===== config.mk =====
export PLATFORM = sky130hd
export DESIGN_NAME = dpc_ctrl
export DESIGN_NICKNAME = d
export VERILOG_FILES = /design/src/dpc_pkg.sv /design/src/dpc_ctrl.sv
export SDC_FILE = /design/constraint.sdc
export NUM_CORES = 1
export LEC_CHECK = 0
export BUFFER_PORTS_ARGS = -buffer_cell sky130_fd_sc_hd__buf_4
export CAP_MARGIN = 20
export CORE_MARGIN = 5
export CORE_UTILIZATION = 57
export CTS_CLUSTER_SIZE = 8
export DETAILED_ROUTE_END_ITERATION = 12
export MAX_ROUTING_LAYER = met4
export PLACE_DENSITY = 0.86
export SETUP_SLACK_MARGIN = 0.5
export SYNTH_ARGS = -nofsm -noshare
export SYNTH_HDL_FRONTEND = slang
export SYNTH_SLANG_ARGS = --single-unit
export TNS_END_PERCENT = 1

===== constraint.sdc =====
create_clock -name mclk -period 4.8 [get_ports mclk]
set_clock_uncertainty 0.1 [all_clocks]
set_input_delay 0.48 -clock mclk [delete_from_list [all_inputs] [get_ports mclk]]
set_output_delay 0.48 -clock mclk [all_outputs]
set_load 0.01 [all_outputs]

===== src/dpc_pkg.sv =====
// Constants and types for the DDR2 CKE power-state controller
package dpc_pkg;
	// Command encodings {cs_n, ras_n, cas_n, we_n}
	localparam logic [3:0] CMD_DESEL = 4'h8;
	localparam logic [3:0] CMD_NOP = 4'h7;
	localparam logic [3:0] CMD_REF = 4'h1;
	localparam logic [3:0] CMD_LM = 4'h0;
	// Request codes on the user port
	localparam logic [1:0] REQ_PDN = 2'h1;
	localparam logic [1:0] REQ_SREF = 2'h2;
	localparam logic [1:0] REQ_FCHG = 2'h3;
	// Timing in clocks of the memory clock, except the _NS values in ns
	localparam int CKE_MIN_CK = 3;
	localparam int FCHG_WAIT_CK = 2;
	localparam int SR_READ_CK = 200;
	localparam int DLL_RELOCK_CK = 200;
	localparam int XSNR_NS = 200;
	localparam int CLK_PERIOD_NS = 20;
	localparam int XSNR_CK = (XSNR_NS + CLK_PERIOD_NS - 1) / CLK_PERIOD_NS;
	localparam logic [7:0] CNT_ZERO = 8'h00;
	localparam logic [7:0] CNT_ONE = 8'h01;
	localparam logic [7:0] CKE_HOLD = 8'(CKE_MIN_CK - 1);
	localparam logic [7:0] FCHG_HOLD = 8'(FCHG_WAIT_CK);
	localparam logic [7:0] READ_HOLD = 8'(SR_READ_CK);
	localparam logic [7:0] NR_HOLD = 8'(XSNR_CK);
	localparam logic [7:0] RELOCK_HOLD = 8'(DLL_RELOCK_CK);
	// Mode register DLL reset bit (A8)
	localparam int MR_DLL_RST_BIT = 8;
	typedef enum logic [2:0] {
		ST_RUN = 3'b000,
		ST_ENTER = 3'b001,
		ST_PDN = 3'b010,
		ST_SREF = 3'b011,
		ST_FCHG = 3'b100,
		ST_EXIT = 3'b101,
		ST_RELOCK = 3'b110
	} dpc_state_e;
endpackage


===== src/dpc_ctrl.sv =====
// Host-side CKE power-state controller for a DDR2 SDRAM
//
// What this block does
// - Self refresh entered by CKE falling with REFRESH, only when all idle.
// - Only NOP or DESELECT on power-down entry and exit edges.
// - Self refresh exit by raising CKE with NOP or DESELECT.
// - After self refresh exit, NOPs for exit interval; no READ before 200 clocks.
// - ODT driven to a defined level during power-down when enabled.
// - Never produce a CKE, state and command combination not listed valid.
// - No low-power entry while read, write, load or precharge runs.
// - CKE held at least three clocks after each transition.
// - Entry after a read only once its burst has completed.
// - Entry after a write only once its burst has completed.
// - After write with auto precharge, entry one clock after write recovery.
// - Precharge power-down may follow REFRESH by one clock.
// - Active power-down may follow ACTIVATE by one clock.
// - Precharge power-down may follow PRECHARGE by one clock.
// - After mode load, precharge power-down waits the mode set delay.
// - Clock change only in precharge power-down, after two clocks, ODT and CKE low.
// - After clock change, new clocks before exit, DLL reset, ODT off 200 cycles.
`timescale 1ns/1ps
module dpc_ctrl (
	// Clock, reset, enable
	input wire logic mclk,
	input wire logic sys_rst,
	input wire logic clk_en,
	// User request port
	input wire logic req_valid,
	input wire logic [1:0] req_kind,
	input wire logic wake,
	input wire logic busy,
	input wire logic banks_idle,
	input wire logic odt_req,
	input wire logic clk_stable,
	input wire logic [12:0] mr_value,
	input wire logic mr_extra_valid,
	input wire logic [12:0] mr_extra,
	input wire logic [1:0] mr_extra_bank,
	// User status
	output logic req_ready,
	output logic low_power,
	output logic in_self_refresh,
	output logic active_pd,
	output logic fchg_window,
	output logic cmd_allowed,
	output logic read_allowed,
	// Memory pins
	output logic cke,
	output logic cs_n,
	output logic ras_n,
	output logic cas_n,
	output logic we_n,
	output logic [12:0] addr,
	output logic [1:0] ba,
	output logic odt
);
	dpc_pkg::dpc_state_e state;
	dpc_pkg::dpc_state_e next_state;
	logic [7:0] hold_cnt;
	logic [7:0] read_cnt;
	logic [1:0] kind;
	logic was_fchg;
	logic [3:0] next_cmd;
	logic next_cke;
	logic [12:0] next_addr;
	logic [1:0] next_ba;
	logic cke_ok;

	////////////////////////////////////////////////////////////////////
	// Entry checks
	// CKE hold count
	assign cke_ok = (hold_cnt == dpc_pkg::CNT_ZERO);

	always_comb begin
		next_state = state;
		next_cke = cke;
		next_cmd = dpc_pkg::CMD_NOP;
		next_addr = 13'h0000;
		next_ba = 2'h0;
		unique case (state)
			dpc_pkg::ST_RUN: begin
				next_cke = 1'b1;
				// Entry only when idle of bursts
				if (req_valid && !busy && cke_ok && req_kind != 2'h0) begin
					// Self refresh and clock change need all banks idle
					if (req_kind == dpc_pkg::REQ_PDN || banks_idle) begin
						next_state = dpc_pkg::ST_ENTER;
					end
				end
			end
			dpc_pkg::ST_ENTER: begin
				// Legal entry edge: NOP or REFRESH with CKE low
				next_cke = 1'b0;
				if (kind == dpc_pkg::REQ_SREF) begin
					next_cmd = dpc_pkg::CMD_REF;
					next_state = dpc_pkg::ST_SREF;
				end else begin
					next_cmd = dpc_pkg::CMD_NOP;
					next_state = (kind == dpc_pkg::REQ_FCHG) ? dpc_pkg::ST_FCHG
						: dpc_pkg::ST_PDN;
				end
			end
			dpc_pkg::ST_PDN, dpc_pkg::ST_SREF: begin
				next_cke = 1'b0;
				// Exit on user wake after minimum low time
				if (wake && cke_ok) begin
					next_cke = 1'b1;
					next_state = dpc_pkg::ST_EXIT;
				end
			end
			dpc_pkg::ST_FCHG: begin
				next_cke = 1'b0;
				// Exit only with new clocks stable
				if (wake && cke_ok && clk_stable) begin
					next_cke = 1'b1;
					next_state = dpc_pkg::ST_EXIT;
				end
			end
			dpc_pkg::ST_EXIT: begin
				next_cke = 1'b1;
				if (cke_ok) begin
					if (was_fchg) begin
						next_cmd = dpc_pkg::CMD_LM;
						next_addr = mr_value | (13'h0001 << dpc_pkg::MR_DLL_RST_BIT);
						next_state = dpc_pkg::ST_RELOCK;
					end else begin
						next_state = dpc_pkg::ST_RUN;
					end
				end
			end
			dpc_pkg::ST_RELOCK: begin
				next_cke = 1'b1;
				// Extra mode loads, write recovery field from user
				if (mr_extra_valid && hold_cnt[0]) begin
					next_cmd = dpc_pkg::CMD_LM;
					next_addr = mr_extra;
					next_ba = mr_extra_bank;
				end
				if (cke_ok) begin
					next_state = dpc_pkg::ST_RUN;
				end
			end
			default: next_state = dpc_pkg::ST_RUN;
		endcase
	end

	////////////////////////////////////////////////////////////////////
	// State and counters
	always_ff @(posedge mclk) begin
		if (sys_rst) begin
			state <= dpc_pkg::ST_RUN;
			kind <= 2'h0;
			was_fchg <= 1'b0;
		end else if (clk_en) begin
			state <= next_state;
			if (state == dpc_pkg::ST_RUN && next_state == dpc_pkg::ST_ENTER) begin
				kind <= req_kind;
				was_fchg <= (req_kind == dpc_pkg::REQ_FCHG);
			end
		end
	end

	always_ff @(posedge mclk) begin
		if (sys_rst) begin
			// CKE high time counted from reset release
			hold_cnt <= dpc_pkg::CKE_HOLD;
		end else if (clk_en) begin
			if (next_state != state) begin
				unique case (next_state)
					// Non-read exit interval (self refresh exit only) or CKE hold, whichever longer
					dpc_pkg::ST_EXIT: hold_cnt <= (state == dpc_pkg::ST_SREF &&
						dpc_pkg::NR_HOLD > dpc_pkg::CKE_HOLD) ? dpc_pkg::NR_HOLD
						: dpc_pkg::CKE_HOLD;
					dpc_pkg::ST_FCHG: hold_cnt <= (dpc_pkg::FCHG_HOLD > dpc_pkg::CKE_HOLD)
						? dpc_pkg::FCHG_HOLD : dpc_pkg::CKE_HOLD;
					dpc_pkg::ST_RELOCK: hold_cnt <= dpc_pkg::RELOCK_HOLD;
					dpc_pkg::ST_RUN: hold_cnt <= (state == dpc_pkg::ST_RELOCK)
						? dpc_pkg::CNT_ZERO : hold_cnt;
					default: hold_cnt <= dpc_pkg::CKE_HOLD;
				endcase
			end else if (hold_cnt != dpc_pkg::CNT_ZERO) begin
				hold_cnt <= hold_cnt - dpc_pkg::CNT_ONE;
			end
		end
	end

	// READ lockout after self refresh exit
	always_ff @(posedge mclk) begin
		if (sys_rst) begin
			read_cnt <= dpc_pkg::CNT_ZERO;
		end else if (clk_en) begin
			if (state == dpc_pkg::ST_SREF && next_state == dpc_pkg::ST_EXIT) begin
				read_cnt <= dpc_pkg::READ_HOLD;
			end else if (read_cnt != dpc_pkg::CNT_ZERO) begin
				read_cnt <= read_cnt - dpc_pkg::CNT_ONE;
			end
		end
	end

	////////////////////////////////////////////////////////////////////
	// Pin and status registers
	// CKE pin, held by the hold counter
	always_ff @(posedge mclk) begin
		if (sys_rst) begin
			cke <= 1'b0;
		end else if (clk_en) begin
			cke <= next_cke;
		end
	end

	always_ff @(posedge mclk) begin
		if (sys_rst) begin
			cs_n <= 1'b1;
			ras_n <= 1'b1;
			cas_n <= 1'b1;
			we_n <= 1'b1;
			addr <= 13'h0000;
			ba <= 2'h0;
		end else if (clk_en) begin
			{cs_n, ras_n, cas_n, we_n} <= next_cmd;
			addr <= next_addr;
			ba <= next_ba;
		end
	end

	// ODT defined low in self refresh, clock change and relock
	always_ff @(posedge mclk) begin
		if (sys_rst) begin
			odt <= 1'b0;
		end else if (clk_en) begin
			unique case (next_state)
				dpc_pkg::ST_SREF, dpc_pkg::ST_FCHG, dpc_pkg::ST_RELOCK: odt <= 1'b0;
				dpc_pkg::ST_ENTER: odt <= (kind == dpc_pkg::REQ_PDN) ? odt_req : 1'b0;
				dpc_pkg::ST_EXIT: odt <= was_fchg ? 1'b0 : odt_req;
				default: odt <= odt_req;
			endcase
		end
	end

	// Requests and user commands only in plain operation
	always_ff @(posedge mclk) begin
		if (sys_rst) begin
			req_ready <= 1'b0;
			cmd_allowed <= 1'b0;
		end else if (clk_en) begin
			// Not ready until the CKE high time is met
			req_ready <= (next_state == dpc_pkg::ST_RUN) && (hold_cnt <= dpc_pkg::CNT_ONE)
				&& !(req_valid && next_state != state);
			cmd_allowed <= (next_state == dpc_pkg::ST_RUN);
		end
	end

	// Reads wait out the lockout after self refresh exit
	always_ff @(posedge mclk) begin
		if (sys_rst) begin
			read_allowed <= 1'b0;
		end else if (clk_en) begin
			read_allowed <= (next_state == dpc_pkg::ST_RUN) && (read_cnt <= dpc_pkg::CNT_ONE);
		end
	end

	// Low-power flags follow the CKE level and entry kind
	always_ff @(posedge mclk) begin
		if (sys_rst) begin
			low_power <= 1'b0;
			in_self_refresh <= 1'b0;
		end else if (clk_en) begin
			low_power <= !next_cke;
			in_self_refresh <= (next_state == dpc_pkg::ST_SREF);
		end
	end

	// Active power-down when a row was open at entry
	always_ff @(posedge mclk) begin
		if (sys_rst) begin
			active_pd <= 1'b0;
		end else if (clk_en) begin
			if (state == dpc_pkg::ST_ENTER) begin
				active_pd <= (kind == dpc_pkg::REQ_PDN) && !banks_idle;
			end else if (next_state == dpc_pkg::ST_RUN) begin
				active_pd <= 1'b0;
			end
		end
	end

	// Clock may change after two clocks of CKE low
	always_ff @(posedge mclk) begin
		if (sys_rst) begin
			fchg_window <= 1'b0;
		end else if (clk_en) begin
			fchg_window <= (next_state == dpc_pkg::ST_FCHG) && (hold_cnt == dpc_pkg::CNT_ONE
				|| (state == dpc_pkg::ST_FCHG && cke_ok));
		end
	end
endmodule


==> impl_results.md <==
- Status: completed
- Rel. slew slack: 36.4%
- Power Density: 375 nW/um^2
- Final Cycle Share: 72.2%
- CP Capture Type: flip-flop
- GPL Wtd Cong: 0.919
- Top cells by area, synth: dfxtp_1 (36%), nor2_1 (8.3%), a21oi_1 (7.8%)
- H-tree depth: 2
- Synth Area in Simple Gates: 29.7%
- Final max-slew violation count: 0
- Setup violators final: 0
- Die Area: 6210 um^2
- RSZ-0062 raised after global routing: no
- Leakage: 1.31 nW
- Commonest non-fill, non-tap cell in the layout: buf_4
- DRT antenna net count: 0
- Share of cells above drive strength 1: 22.1%
- Req. time, crit path: 4870 ps
- Setup_tns: 0 ps
- Minimum clock period: 3470 ps
- Clock transition at the registers of the reported paths: 90 ps
- Hold Path End: kind[0]
- Async SR Flop Fraction: 0%
- FF+latch count, synth: 49
- Yosys top cell area share: 36.4%
- Die height: 78.8 um
- Post-synthesis xor/xnor area fraction: 2.27%
- # diodes: 0
- Drt drc: 0
- Synthesized cell area: 2700 um^2
- Avg Cell Area, Syn: 7.69 um^2
- Gr usage total: 24.7%
- Initial Utilization: 57.9%
- Input/output buffers: 66
- Synth Area in Adders: 1.86%
- Multi-input logic area: 1580 um^2
- IO Count: 68
- Via Count: 2759
- Worst Slack Setup Final: 1330 ps
- First-pass GRT wire length: 12100 um
- CP Launch Type: flip-flop
- Clk_lat worst skew: 300 ps
- CTS root buf: clkbuf_8
- Post-synthesis sequential area ratio: 36.4%
- Reg2Reg Setup Slack: 1330 ps
- Hold path depth: 3
- Register area: 981 um^2
- Core Util, Final: 70.2%
- Area grow syn2layout: 21.2%
- Row Count: 25
- Critical Path AT: 3540 ps
- Tightest Hold Check Type: input port to flip-flop
- Main combinational cell family by area after synthesis: simple AND/OR/NAND/NOR gates
- Worst reg2reg path depth: 9
- Mapped Nets: 395
- Worst IR Drop VDD: 0.000185 V
- Compound-Gate Fraction of Synth Area: 23.4%
- Crit path max fanout: 16
- Post-CTS Setup Repair Bufs: 0
- Total clock sinks: 49
- # fillers: 387
- Critical path class: flip-flop to flip-flop
- Nets: 446
- Gate Count Post-Synth: 351
- R2R Path End: hold_cnt[6]
- Routed WL: 7240 um
- Post-CTS resize count: 0
- Maximum clock path buffer count: 2
- R2R Path Start: hold_cnt[0]
- Mux share of post-synthesis cell area: 1.16%
- Slew @ Worst Pin: 950 ps
- Commonest register cell after synthesis: dfxtp_1
- Most frequent cells in the layout: buf_4 (66), nor2_1 (60), dfxtp_1 (49)
- Total grt overflow: 0
- Number of global-route vias before repair: 2616
- Vias per cell: 6.04
- Synth area leader: dfxtp_1
- Setup WS pre-CTS: 1430 ps
- Hold Buf Count CTS: 0
- Max Freq: 289 MHz
- Number of CTS-inserted buffers: 5
- Yosys cell types: 54
- CORE AREA: 4660 um^2
- Max Cap Viol: 0
- HPWL Detailed: 5050 um
- Min-delay src: req_kind[0]
- Number of flops mapped to enable cells by yosys: 0
- Initial DRC Count: 280
- Antenna violations before repair: 0
- CTS tree: yes
- Largest net degree at the start of global routing: 48
- Final hold vios: 0
- Pre-antenna DRT Iters: 5
- Syn. warnings: 0
- Die width: 78.8 um
- Routed length per instance: 15.8 um
report_power, final:
part / internal [mW] / switching [mW]
logic: 0.188 / 0.252
clock network: 0.133 / 0.141
registers: 0.456 / 0.0562
metal layers:
metal | track usage, % | wire, um
met5 | - | 0
met3 | 6.69 | 552
met4 | 8.92 | 178
met2 | 37.9 | 3350
met1 | 31.3 | 3160
final cells by class:
type                            instances  area share (%)
Multi-Input combinational cell        268            48.2
Sequential cell                        49            30.0
Timing Repair Buffer                   67            15.3
Clock buffer                            7            2.95
Tap cell                               54            2.07
Inverter                               11            1.26
Clock inverter                          1           0.268
flip-flops by register name, indices dropped and copies added (netlist names), 2 cells and up:
register,count
ba,2
hold_cnt,8
kind,2
addr,13
read_cnt,8
state,3
per-stage QoR:
stage,area (um^2),instances,hold slack (ps),power (mW)
after CTS,3270,457,332,1.22
after global placement,3160,448,344,0.932
after detailed placement,3170,449,351,0.948
after global routing,3270,457,337,1.31
after floorplan,2700,351,371,0.838
final,3270,457,332,1.23
synthesized netlist by cell type, drive strengths merged (4+ instances only):
cell type	count
nand2b	5
inv	11
nor4	5
o21ai	11
nor3	11
clkbuf	13
a21oi	42
nand4	5
dfxtp	49
nand2	31
buf	10
xor2	4
a211oi	7
nor2	60
a22oi	14
nand3	13
ha	4
or4	5
worst max path at each step:
stage,from,to,slack (ps),depth (start not counted)
floorplan,hold_cnt[0],hold_cnt[4],1930,10
global placement,hold_cnt[0],hold_cnt[6],1480,9
detailed placement,hold_cnt[0],hold_cnt[7],1430,9
CTS,hold_cnt[0],hold_cnt[7],1400,9
global route,hold_cnt[0],hold_cnt[7],1140,9
finish,hold_cnt[0],hold_cnt[6],1330,9
critical path, cell delays in order, from the launching register on:
cell      delay [ps]
dfxtp_1          460
inv_1             70
ha_1             260
nor3b_2          240
and3_1           400
or4_4            640
nor4_1           630
a211oi_1         230
a31oi_1          200
a21oi_1           80
kinds of logic after synthesis:
group,count (synthesis)
AO/OA/AOI/OAI,97
XOR/XNOR,7
adder cells (fa/ha/maj),4
buffers and inverters,34
flip-flops,49
multiplexers,3
AND/OR/NAND/NOR,157
No activity file was read; power rests on OpenSTA's default activity.
